**src/rtl/supply_ctl_pkg.sv**
```systemverilog
// Constants for the serial control path of a programmable supply.
// Assumes both ends run on one 100 MHz system clock of their own.
package supply_ctl_pkg;
  // ==========================================================
  // Control word layout
  localparam int WORD_W = 18;
  localparam int CNT_W = 5;
  localparam int BIT_XFER_ACTIVE = 0;
  localparam int BIT_XFER_INPUT = 1;
  localparam int BIT_CMP_FLOAT_N = 6;
  localparam int BIT_MEAS_FLOAT_N = 7;
  localparam int BIT_FORCE_FLOAT_N = 8;
  localparam int BIT_CLAMP_EN = 10;
  localparam int BIT_RANGE_LO = 11;
  localparam int BIT_RANGE_HI = 13;
  localparam int BIT_FORCE_KIND = 17;
  localparam logic [WORD_W-1:0] WORD_RESET = 18'h00000;
  // ==========================================================
  // Timing
  localparam int CLK_NS = 10;
  localparam int HALF_SCLK_NS = 80;
  localparam int HALF_SCLK_CYC = HALF_SCLK_NS / CLK_NS;
  localparam int CS_GAP_NS = 100;
  localparam int CS_GAP_CYC = (CS_GAP_NS + CLK_NS - 1) / CLK_NS;
  localparam int TIM_W = 4;
  localparam logic [TIM_W-1:0] HALF_SCLK_TOP = TIM_W'(HALF_SCLK_CYC - 1);
  localparam logic [TIM_W-1:0] CS_GAP_TOP = TIM_W'(CS_GAP_CYC - 1);
  localparam logic [CNT_W-1:0] LAST_BIT = CNT_W'(WORD_W - 1);
endpackage

```
**src/rtl/supply_link_if.sv**
```systemverilog
// Four-wire serial link plus load strobe between host and supply.
// Assumes the bench joins the two modports; no clocking block here.
`timescale 1ns/1ps
interface supply_link_if;
  logic sclk;
  logic cs_n;
  logic sdi;
  logic sdo;
  logic load_n;
  modport host (output sclk, output cs_n, output sdi, output load_n,
                input sdo);
  modport dev (input sclk, input cs_n, input sdi, input load_n,
               output sdo);
endinterface

```
**src/rtl/sync2.sv**
```systemverilog
// Two-flop synchroniser for a bundle of link, float or thermal pins.
// Assumes the inputs are asynchronous to clk.
`timescale 1ns/1ps
module sync2 #(
  parameter int W = 4
) (
  input wire logic clk,
  input wire logic rst_n,
  input wire logic [W-1:0] d,
  output logic [W-1:0] q
);
  typedef struct packed {
    logic [W-1:0] s1;
    logic [W-1:0] s2;
  } st_t;
  st_t st_r;
  st_t st_nxt;
  always_comb begin
    st_nxt = st_r;
    st_nxt.s1 = d;
    st_nxt.s2 = st_r.s1;
  end
  always_ff @(posedge clk) begin
    if (!rst_n) begin
      st_r <= '0;
    end else begin
      st_r <= st_nxt;
    end
  end
  assign q = st_r.s2;
endmodule

```
**src/rtl/supply_dev.sv**
```systemverilog
// Device end: shift, input and active control registers of the supply.
// Assumes link pins are asynchronous; they are sampled by clk.
`timescale 1ns/1ps
module supply_dev
  import supply_ctl_pkg::*;
(
  input wire logic clk,
  input wire logic rst_n,
  supply_link_if.dev link,
  input wire logic measure_float_pin_n,
  input wire logic temp_warn_band,
  input wire logic temp_over,
  output logic [WORD_W-1:0] active_word,
  output logic clamp_volt_en,
  output logic clamp_curr_en,
  output logic cmp_out_en,
  output logic meas_out_en,
  output logic [2:0] range_sel,
  output logic external_amp_select,
  output logic [1:0] force_kind_select,
  output logic thermal_warning_n,
  output logic thermal_tripped
);
  typedef enum logic [1:0] {
    MODE_HIZ = 2'h0,
    MODE_SLAVE = 2'h1,
    MODE_VOLT = 2'h2,
    MODE_CURR = 2'h3
  } mode_t;

  typedef struct packed {
    logic sclk_d;
    logic cs_n_d;
    logic clocked;
    logic sdo;
    logic [WORD_W-1:0] shift;
    logic [WORD_W-1:0] inreg;
    logic [WORD_W-1:0] act;
    logic tripped;
    logic clamp_v;
    logic clamp_c;
    logic cmp_en;
    logic meas_en;
    logic ext;
    logic warn_n;
  } st_t;

  // Any write of the active word from the link or load also ends a thermal trip
  function automatic st_t put_active(input st_t s,
                                     input logic [WORD_W-1:0] w);
    put_active = s;
    put_active.act = w;
    put_active.tripped = 1'b0;
  endfunction

  st_t st_r;
  st_t st_nxt;
  logic [4:0] pins;
  logic sclk_s;
  logic cs_n_s;
  logic sdi_s;
  logic load_n_s;
  logic meas_pin_n_s;
  logic [1:0] temp_s;
  mode_t mode;

  // ==========================================================
  // Pin sampling
  // Select, load and float pins idle high; they cross inverted so that
  // the cleared synchroniser reads as idle and no false edge follows reset
  sync2 #(.W(5)) u_pins (
    .clk(clk),
    .rst_n(rst_n),
    .d({link.sclk, ~link.cs_n, link.sdi, ~link.load_n,
        ~measure_float_pin_n}),
    .q(pins)
  );
  sync2 #(.W(2)) u_temp (
    .clk(clk),
    .rst_n(rst_n),
    .d({temp_warn_band, temp_over}),
    .q(temp_s)
  );
  assign sclk_s = pins[4];
  assign cs_n_s = ~pins[3];
  assign sdi_s = pins[2];
  assign load_n_s = ~pins[1];
  assign meas_pin_n_s = ~pins[0];

  // ==========================================================
  // Registers and transfers
  always_comb begin
    logic [WORD_W-1:0] act_w;
    act_w = '0;
    st_nxt = st_r;
    st_nxt.sclk_d = sclk_s;
    st_nxt.cs_n_d = cs_n_s;

    // A select pulse must outlast one clock or the synchroniser can miss it
    if (!cs_n_s && st_r.cs_n_d) begin
      st_nxt.clocked = 1'b0;
    end

    // Edges outside the frame are dropped
    if (!cs_n_s && sclk_s && !st_r.sclk_d) begin
      st_nxt.shift = {st_r.shift[WORD_W-2:0], sdi_s};
      st_nxt.clocked = 1'b1;
    end
    if (!cs_n_s && !sclk_s && st_r.sclk_d) begin
      st_nxt.sdo = st_r.shift[WORD_W-1];
    end

    if (cs_n_s && !st_r.cs_n_d) begin
      if (!st_r.clocked) begin
        st_nxt = put_active(st_nxt, st_r.inreg);
      end else begin
        // 00 leaves both registers alone
        if (st_r.shift[BIT_XFER_INPUT]) begin
          st_nxt.inreg = st_r.shift;
          if (st_r.shift[BIT_XFER_ACTIVE] || !load_n_s) begin
            st_nxt = put_active(st_nxt, st_r.shift);
          end
        end else if (st_r.shift[BIT_XFER_ACTIVE]) begin
          st_nxt = put_active(st_nxt, st_r.inreg);
        end
      end
    end

    // Load is level sensitive: the active word follows input while low
    if (!load_n_s) begin
      st_nxt = put_active(st_nxt, st_nxt.inreg);
    end

    // ==========================================================
    // Thermal protection
    if (temp_s[0]) begin
      // Hot die resets active word; cooling alone never restores it
      st_nxt.act = WORD_RESET;
      st_nxt.inreg = WORD_RESET;
      st_nxt.tripped = 1'b1;
    end

    // ==========================================================
    // Decoded controls
    // Registered so that no output glitches while a transfer lands
    act_w = st_nxt.act;
    st_nxt.clamp_v = act_w[BIT_CLAMP_EN] && act_w[BIT_FORCE_KIND];
    st_nxt.clamp_c = act_w[BIT_CLAMP_EN] && act_w[BIT_FORCE_FLOAT_N]
                     && !act_w[BIT_FORCE_KIND];
    st_nxt.cmp_en = act_w[BIT_CMP_FLOAT_N];
    st_nxt.meas_en = act_w[BIT_MEAS_FLOAT_N] && meas_pin_n_s;
    st_nxt.ext = act_w[BIT_RANGE_HI];
    st_nxt.warn_n = !temp_s[1];
  end

  // Edge detectors reset to the idle levels of their pins
  always_ff @(posedge clk) begin
    if (!rst_n) begin
      st_r <= '0;
      st_r.sclk_d <= 1'b0;
      st_r.cs_n_d <= 1'b1;
      st_r.warn_n <= 1'b1;
    end else begin
      st_r <= st_nxt;
    end
  end

  // ==========================================================
  // Outputs
  // Mode decode
  assign mode = mode_t'({st_r.act[BIT_FORCE_FLOAT_N],
                         st_r.act[BIT_FORCE_KIND]});
  assign force_kind_select = mode;
  assign link.sdo = st_r.sdo;
  assign active_word = st_r.act;
  assign clamp_volt_en = st_r.clamp_v;
  assign clamp_curr_en = st_r.clamp_c;
  assign cmp_out_en = st_r.cmp_en;
  assign meas_out_en = st_r.meas_en;
  assign range_sel = st_r.act[BIT_RANGE_HI:BIT_RANGE_LO];
  assign external_amp_select = st_r.ext;
  assign thermal_warning_n = st_r.warn_n;
  assign thermal_tripped = st_r.tripped;
endmodule

```
**src/flat_wrapper.sv**
```systemverilog
// flat-port wrapper written by rule: the top's interface ports become plain ports
module supply_dev_flat import supply_ctl_pkg::*;
  (clk, rst_n, measure_float_pin_n, temp_warn_band, temp_over, active_word, clamp_volt_en, clamp_curr_en, cmp_out_en, meas_out_en, range_sel, external_amp_select, force_kind_select, thermal_warning_n, thermal_tripped, link_sclk, link_cs_n, link_sdi, link_load_n, link_sdo);
  supply_link_if link_i ();
  input wire logic clk;
  input wire logic rst_n;
  input wire logic measure_float_pin_n;
  input wire logic temp_warn_band;
  input wire logic temp_over;
  output logic [WORD_W-1:0] active_word;
  output logic clamp_volt_en;
  output logic clamp_curr_en;
  output logic cmp_out_en;
  output logic meas_out_en;
  output logic [2:0] range_sel;
  output logic external_amp_select;
  output logic [1:0] force_kind_select;
  output logic thermal_warning_n;
  output logic thermal_tripped;
  input wire logic [$bits(link_i.sclk)-1:0] link_sclk;
  input wire logic [$bits(link_i.cs_n)-1:0] link_cs_n;
  input wire logic [$bits(link_i.sdi)-1:0] link_sdi;
  input wire logic [$bits(link_i.load_n)-1:0] link_load_n;
  output wire logic [$bits(link_i.sdo)-1:0] link_sdo;
  assign link_i.sclk = link_sclk;
  assign link_i.cs_n = link_cs_n;
  assign link_i.sdi = link_sdi;
  assign link_i.load_n = link_load_n;
  assign link_sdo = link_i.sdo;
  supply_dev u_core (.clk(clk), .rst_n(rst_n), .link(link_i), .measure_float_pin_n(measure_float_pin_n), .temp_warn_band(temp_warn_band), .temp_over(temp_over), .active_word(active_word), .clamp_volt_en(clamp_volt_en), .clamp_curr_en(clamp_curr_en), .cmp_out_en(cmp_out_en), .meas_out_en(meas_out_en), .range_sel(range_sel), .external_amp_select(external_amp_select), .force_kind_select(force_kind_select), .thermal_warning_n(thermal_warning_n), .thermal_tripped(thermal_tripped));
endmodule
```
**config.mk**
```make
export PLATFORM = sky130hd
export DESIGN_NAME = supply_dev_flat
export DESIGN_NICKNAME = d
export VERILOG_FILES = /design/src/rtl/supply_ctl_pkg.sv /design/src/rtl/supply_link_if.sv /design/src/rtl/sync2.sv /design/src/rtl/supply_dev.sv /design/src/flat_wrapper.sv
export SDC_FILE = /design/constraint.sdc
export NUM_CORES = 1
export LEC_CHECK = 0
export BUFFER_PORTS_ARGS = -buffer_cell sky130_fd_sc_hd__buf_2
export CORE_MARGIN = 2
export CORE_UTILIZATION = 30
export DETAILED_ROUTE_END_ITERATION = 6
export GPL_TIMING_DRIVEN = 0
export PLACE_DENSITY = 0.57
export SLEW_MARGIN = 20
export SYNTH_ARGS = -nofsm -noshare
export SYNTH_HDL_FRONTEND = slang
export SYNTH_SLANG_ARGS = --single-unit
```
**constraint.sdc**
```tcl
create_clock -name clk -period 2.96 [get_ports clk]
set_clock_uncertainty 0.05 [all_clocks]
set_input_delay 0.148 -clock clk [delete_from_list [all_inputs] [get_ports clk]]
set_output_delay 0.148 -clock clk [all_outputs]
set_load 0.005 [all_outputs]
```
==> results of run 1 <==
[placed cells by master (no fill, tap or decap), types with 2 or more instances in the layout]
master / count
clkinvlp_4: 4
nor2b_1: 5
clkbuf_8: 9
dlygate4sd3_1: 7
a2111o_1: 3
inv_1: 8
mux2i_1: 12
o22ai_1: 4
a21oi_1: 34
clkbuf_1: 14
a221oi_1: 6
dfxtp_1: 77
a222oi_1: 7
nor3b_2: 2
buf_2: 40
nand2_1: 51
nand2b_1: 2
and2_1: 14
inv_6: 2
o21ai_0: 13
buf_4: 26
nor2_1: 37
[final timing paths]
check	from	end	slack [ns]	cells past startpoint
max	u_core.u_pins.q[3]$_SDFF_PN0_	u_core.active_word[12]$_SDFFE_PP0P_	1.03	7
min	rst_n	u_core.u_pins.q[3]$_SDFF_PN0_	0.05	2
max reg2reg	u_core.u_pins.q[3]$_SDFF_PN0_	u_core.active_word[12]$_SDFFE_PP0P_	1.03	7
min reg2reg	u_core.u_temp.q[1]$_SDFF_PN0_	u_core.thermal_warning_n$_SDFF_PN1_	0.33	1
[registers in the layout (all words and copies together), names as in the netlist]
name and flops:
u_core.active_word 18, u_core.clamp_curr_en 1, u_core.clamp_volt_en 1, u_core.link.sdo 1, u_core.meas_out_en 1, u_core.st_r 39
u_core.thermal_tripped 1, u_core.thermal_warning_n 1, u_core.u_pins.q 5, u_core.u_pins.st_nxt 5, u_core.u_temp.q 2, u_core.u_temp.st_nxt 2
[per-layer routing]
layer / track usage (%) / share of wire (%) / vias to the layer above
li1: - / - / 1217
met1: 14.8 / 45 / 1118
met2: 21.6 / 50 / 33
met3: 3.13 / 3.4 / 12
met4: 5.21 / 2.0 / 0
met5: 0 / 0 / -
[cell families after synthesis]
| kind of cell | count (synthesis) | synth area share (%) |
|---|---|---|
| multiplexers | 13 | 4.38 |
| flip-flops | 77 | 51.4 |
| AO/OA/AOI/OAI | 73 | 16.1 |
| buffers and inverters | 50 | 9.81 |
| AND/OR/NAND/NOR | 119 | 18.2 |
[worst max-delay path, cell delays in order (launching register included)]
cell and delay, ns:
dfxtp_1 0.39, and4bb_1 0.32, buf_6 0.18, buf_4 0.21, mux2i_1 0.24, inv_1 0.07, a222oi_1 0.25, a21oi_1 0.11
[cell type report]
class | count | area, um2 | share of cell area (%)
plain buffers | 41 | 260 | 7.22
clock buffers | 10 | 128 | 3.54
clock inverters | 6 | 47.5 | 1.32
inverters | 9 | 33.8 | 0.937
multi-input cells | 205 | 1160 | 32.2
flip-flops and latches | 77 | 1540 | 42.8
well taps | 133 | 166 | 4.62
repair buffers | 46 | 265 | 7.36
[where the power goes]
group          leakage, nW  internal [mW]  switching (mW)
combinational        0.769         0.0679          0.0666
sequential           0.626           1.06          0.0131
clock               0.0755          0.310           0.412
total                 1.47           1.44           0.492
[stage by stage]
step	hold slack, ns	worst slack (ns)	cell area [um2]	util, %
after CTS	0.0507	1.01	3600	37.0
after floorplan	0.165	1.27	3000	-
after global routing	0.0612	0.810	3600	37.0
after detailed placement	0.255	1.02	3360	34.5
final	0.0536	1.03	3600	37.0
after global placement	0.251	1.06	3360	34.5
[repair_timing]
item | CTS | global route
endpoints found under the hold margin | 7 | 0
resized for setup | 0 | 0
hold buffers | 7 | 0
==> results.toml, run 1 <==
[run_status]
status = "finished, final reports clean"

[yosys]
synth.most_common_cell = "dfxtp_1"
synth.area.top_cells = "dfxtp_1, buf_4, nand2_1, a21oi_1, nor2_1"
synth_area_per_cell_um2 = 9.03
async_reset_ff_share_pct = 0
netlist_area_um2 = 3000
synth-seq-area-share_pct = 51.4
yosys-top-cells-count = "dfxtp_1, nand2_1, nor2_1"
synthFlopType = "dfxtp_1"
synth-seq-cells = 77
synth_cell_types = 35
yosysTopAreaCell = "dfxtp_1"
synthesis.instances = 332
syn_nets = 341
synth_edf_count = 0
synth_top_area_share_pct = 51.4
ys_warn_count = 0

[pwr]
totalPowerFinal_mw = 1.93
ir_drop_uv = 231
power_density_nw_per_um2 = 536
p_leak_nw = 1.47

[clocking]
numClockSinks = 77
cts_buffers = 9
h-tree-depth = 3
clkLatencyLatePin_ns = 0.35
cts-root-buf = "clkbuf_8"
clk_path_buf_depth = 2
cts_tree = "done"
cts_setup_buffers = 0
clkTransAtPathRegs_ns = 0.09

[sta]
rsz0062_at_grt = "no"
tightest_slew_ns = 0.584
finalHoldViolCount = 0
fin_tns_setup_ns = 0
drv_slew = 0
relSlewSlack_pct = 60.9
period_minus_slack_ns = 1.93
max_freq_mhz = 517
finalCritPeriodShare_pct = 65.3
setup_viol = 0

[critical_path]
cp-start-kind = "flip-flop"
crit_path_max_fanout = 10
required_ns = 3.15
cp.arrival_ns = 2.12
crit_type = "flip-flop to flip-flop"
critPathCaptureType = "flip-flop"

[global_route]
grt_max_degree = 15
grt_pass1_vias = 2262
grt_overflow = 0
antenna_found_initial = 0
grt.total_usage_pct = 12.5
grt_first_pass_wirelength_um = 10800

[die]
std_cell_rows = 36
die_area_um2 = 10800
fp.coreArea_um2 = 9730
pin_count = 40
die_h_um = 104
start_util_pct = 30.8
die_w_um = 104

[job]
cap_viol_max_count = 0

[cells_and_area]
instances_no_fill = 527
fill_cells = 1019
syn2layout_area_growth_pct = 20.3
final_nets = 398
drive_above_1_share_pct = 22.8
insertedDiodeCount = 0

[placement]
portBuffers = 39
routabilityCongestion = 0.787
hpwl_um = 4630
placed_cells = 504

[worst_hold_path]
min_path_type = "primary input to flip-flop"

[route]
ant_nets = 0
vias_per_cell = 4.52
wire_per_inst_um = 12.3
drc = 0
routed_wl_um = 6470
dr.pass1.iters = 4
dr.first_iter.drc_count = 119
vias = 2380
Note: power is estimated with default switching activity, not from simulation.
==> run 2: changes to the inputs <==
Settings changed: PLACE_DENSITY 0.57 to 0.59.
Clock period 2.96 ns to 1.6 ns, I/O delays scaled along.
==> results.toml, run 2 (synthesis results as in run 1) <==
[clocking]
h-tree-depth = 3
clk_path_buf_depth = 2
cts_tree = "done"
numClockSinks = 77
clkTransAtPathRegs_ns = 0.07
clkLatencyLatePin_ns = 0.35
cts-root-buf = "clkbuf_8"
cts_buffers = 9

[route]
vias_per_cell = 4.59
routed_wl_um = 6850
dr.pass1.iters = 5
drc = 0
ant_nets = 0
vias = 2501
wire_per_inst_um = 12.6
dr.first_iter.drc_count = 163

[critical_path]
critPathCaptureType = "flip-flop"
crit_path_max_fanout = 6
r2r_cells = 7
slowest_delay_ns = 0.46
crit_top_cell = "buf_6"
cp.arrival_ns = 2.05
cp.depth = 7
path_buf_inv = 3
crit_type = "flip-flop to flip-flop"
required_ns = 1.80
cp_top_family = "compound AO/OA/AOI/OAI gates"
worstPathCellList = "buf_6 -> and4bb_2 -> buf_4 -> buf_6 -> mux2i_1 -> a2111o_1 -> nor3b_2"
cpMaxStageDelayCell = "a2111o_1"
cp-start-kind = "flip-flop"

[pwr]
totalPowerFinal_mw = 4.16
p_leak_nw = 1.72
power_density_nw_per_um2 = 1030
ir_drop_uv = 492

[global_route]
grt.total_usage_pct = 13.0
grt_pass1_vias = 2287
grt_overflow = 0
grt_first_pass_wirelength_um = 11300
grt_max_degree = 14
antenna_found_initial = 0

[cells_and_area]
design_area_um2 = 4040
layout_common_cells = "dfxtp_1, nand2_1, buf_2, buf_4, a21oi_1"
final_nets = 416
insertedDiodeCount = 0
largest_reg_flops = 39
instances_no_fill = 545
largest_register = "u_core.st_r"
layout_commonest_cell = "dfxtp_1"
syn2layout_area_growth_pct = 34.7
drive_above_1_share_pct = 33.5

[sta]
setup_viol = 15
rsz0062_at_grt = "yes"
period_minus_slack_ns = 1.85
relSlewSlack_pct = 60.6
finalCritPeriodShare_pct = 116
tightest_slew_ns = 0.591
whs_ns = 0.0731
finalHoldViolCount = 0
max_freq_mhz = 540
worst_slack_ns = -0.253
drv_slew = 0

[run_status]
violations = "negative setup slack"
status = "finished, violations left"

[job]
cap_viol_max_count = 0

[placement]
routabilityCongestion = 0.825
placed_cells = 504
hpwl_um = 4580
portBuffers = 39
post_dp_cell_area_um2 = 3380

[die]
fp.coreArea_um2 = 9730
pin_count = 40
std_cell_rows = 36
start_util_pct = 30.8
die_h_um = 104
die_w_um = 104
die_area_um2 = 10800

[worst_hold_path]
hold_depth = 3
min_path_type = "primary input to flip-flop"
## run 2: changes by cell type in the layout (fill, tap and decap cells not counted), moves of 4 or more
cell,before,now
mux2i_1,12,6
clkbuf_2,0,5
clkbuf_1,14,5
mux2i_4,0,4
nor2_1,37,32
bufinv_16,0,4
nor2_2,0,4
buf_6,1,5
clkinvlp_4,4,0
buf_4,26,38
## run 2: path summary, 6_finish.rpt
kind | endpoint | slack (ns) | start
worst max-delay path | u_core.clamp_curr_en$_SDFF_PN0_ | -0.25 | u_core.st_r[44]$_SDFFE_PN0P_
worst min-delay path | u_core.st_r[44]$_SDFFE_PN0P_ | 0.07 | rst_n
worst max register to register | u_core.clamp_curr_en$_SDFF_PN0_ | -0.25 | u_core.st_r[44]$_SDFFE_PN0P_
worst min register to register | u_core.thermal_warning_n$_SDFF_PN1_ | 0.32 | u_core.u_temp.q[1]$_SDFF_PN0_
## run 2: metal layers
metal	GRT usage, %	share of wire [%]	vias to the layer above
li1	-	-	1260
met1	16.6	48	1187
met2	20.7	47	45
met3	3.32	4.1	9
met4	5.79	1.3	0
met5	0	0	-
## run 2: repair_timing
action,CTS,global route
endpoints found under the setup margin,40,31
pin swaps,1,12
buffers inserted,6,10
gates resized for setup,16,35
endpoints found under the hold margin,10,0
hold buffers,9,0
gates cloned,0,1
## run 2: worst register-to-register path, delay by kind of cell, from the launching register on
kind,cells,cell delay [ns]
AOI/OAI and AO/OA,1,0.47
and+or+nand+nor,2,0.40
buffers and inverters,3,0.39
DFF,1,0.32
muxes,1,0.13
## run 2: layout make-up
class	count	area, um2
fill	1000	5690
sequential	77	1550
multi-input combinational	205	1300
timing repair buffer	65	433
buffer	40	294
tap	133	166
clock inverter	6	134
clock buffer	10	128
inverter	9	33.8
## run 2: metrics by stage
step                      setup slack (ns)  TNS, ns  util (%)
after floorplan                    -0.0359   -0.169         -
after global placement              -0.220    -6.28      34.7
after detailed placement            -0.251    -7.35      34.7
after CTS                           -0.207    -1.90      39.4
after global routing                -0.311    -3.63      41.5
final                               -0.253    -2.39      41.5
## run 2: report_power, final
group | internal, mW | total (mW) | switching (mW) | leakage, nW
registers | 1.96 | 1.99 | 0.0263 | 0.627
clock network | 1.20 | 1.90 | 0.701 | 0.131
logic | 0.145 | 0.276 | 0.131 | 0.960
==> run 3: changes to the inputs <==
Settings changed: CTS_BUF_LIST from default to sky130_fd_sc_hd__clkbuf_8.
==> results.toml, run 3 (synthesis results as in run 1) <==
[clocking]
numClockSinks = 77
cts_tree = "done"
cts-root-buf = "clkbuf_8"
clkTransAtPathRegs_ns = 0.07
cts_buffers = 9
clkLatencyLatePin_ns = 0.35
h-tree-depth = 3
clk_path_buf_depth = 2

[die]
die_area_um2 = 10800
die_h_um = 104
die_w_um = 104
fp.coreArea_um2 = 9730
std_cell_rows = 36
start_util_pct = 30.8
pin_count = 40

[critical_path]
cp.arrival_ns = 2.05
crit_path_max_fanout = 6
crit_type = "flip-flop to flip-flop"
required_ns = 1.80
cp-start-kind = "flip-flop"
critPathCaptureType = "flip-flop"

[route]
dr.pass1.iters = 4
wire_per_inst_um = 12.6
vias = 2501
vias_per_cell = 4.59
dr.first_iter.drc_count = 163
routed_wl_um = 6850
drc = 0
ant_nets = 0

[cells_and_area]
drive_above_1_share_pct = 33.5
insertedDiodeCount = 0
layout_commonest_cell = "dfxtp_1"
instances_no_fill = 545
largest_register = "u_core.st_r"
layout_common_cells = "dfxtp_1, nand2_1, buf_2, buf_4, a21oi_1"
largest_reg_flops = 39
syn2layout_area_growth_pct = 34.7
final_nets = 416

[global_route]
grt.total_usage_pct = 13.0
grt_overflow = 0
antenna_found_initial = 0
grt_pass1_vias = 2287
grt_max_degree = 14
grt_first_pass_wirelength_um = 11300

[sta]
tightest_slew_ns = 0.591
finalCritPeriodShare_pct = 116
period_minus_slack_ns = 1.85
max_freq_mhz = 540
setup_viol = 15
rsz0062_at_grt = "yes"
drv_slew = 0
finalHoldViolCount = 0
relSlewSlack_pct = 60.6
worst_slack_ns = -0.253

[worst_hold_path]
min_path_type = "primary input to flip-flop"

[placement]
dpl_worst_slack_ns = -0.251
routabilityCongestion = 0.825
hpwl_um = 4580
placed_cells = 504
portBuffers = 39

[run_status]
violations = "negative setup slack"
status = "finished, violations left"

[pwr]
p_leak_nw = 1.72
power_density_nw_per_um2 = 1030
ir_drop_uv = 493
totalPowerFinal_mw = 4.16

[job]
cap_viol_max_count = 0
run 3: cell types whose count changed in the layout (fill, tap and decap cells not counted), sizes merged:
cell and delta:
clkbuf -1, inv +1
run 3: path summary, 6_finish.rpt:
kind / start / endpoint / slack, ns / depth (start not counted)
max: u_core.st_r[44]$_SDFFE_PN0P_ / u_core.clamp_curr_en$_SDFF_PN0_ / -0.25 / 7
min: rst_n / u_core.st_r[44]$_SDFFE_PN0P_ / 0.07 / 3
min reg2reg: u_core.u_temp.q[1]$_SDFF_PN0_ / u_core.thermal_warning_n$_SDFF_PN1_ / 0.32 / 1
max reg2reg: u_core.st_r[44]$_SDFFE_PN0P_ / u_core.clamp_curr_en$_SDFF_PN0_ / -0.25 / 7
run 3: what timing repair did:
action                                 CTS  global route
gates cloned                             0             1
hold buffers                             9             0
setup endpoints to repair               40            31
setup buffers                            6            10
endpoints found under the hold margin   10             0
resized for setup                       16            35
pin swaps                                1            12
run 3: per-layer routing:
metal | wire [um] | track usage (%) | part of all wire (%) | vias to the layer above
li1 | - | - | - | 1260
met1 | 3330 | 16.6 | 49 | 1194
met2 | 3200 | 20.7 | 47 | 38
met3 | 231 | 3.32 | 3.4 | 9
met4 | 87 | 5.79 | 1.3 | 0
met5 | 0 | 0 | 0 | -
run 3: power breakdown:
group | total [mW] | switching [mW] | internal, mW
sequential | 1.99 | 0.0263 | 1.96
combinational | 0.276 | 0.132 | 0.145
clock | 1.89 | 0.702 | 1.19
total | 4.16 | 0.860 | 3.30
run 3: critical path, cell delays in order, from the launching register on:
cell and delay, ns:
dfxtp_2 0.32, buf_6 0.12, and4bb_2 0.23, buf_4 0.14, buf_6 0.13, mux2i_1 0.13, a2111o_1 0.46, nor3b_2 0.17
run 3: per-stage QoR:
stage	hold slack (ns)	util [%]	area, um2	setup TNS, ns
after detailed placement	0.188	34.7	3380	-7.35
after global placement	0.185	34.7	3380	-6.28
final	0.0729	41.5	4040	-2.40
after floorplan	0.0967	-	3020	-0.169
after CTS	0.0397	39.4	3830	-1.90
after global routing	0.0846	41.5	4040	-3.63
run 3: layout make-up:
type | count | area, um2
plain buffers | 40 | 294
clock buffers | 9 | 124
clock inverters | 7 | 138
fillers | 1000 | 5690
inverters | 9 | 33.8
multi-input cells | 205 | 1300
flip-flops and latches | 77 | 1550
well taps | 133 | 166
repair buffers | 65 | 433
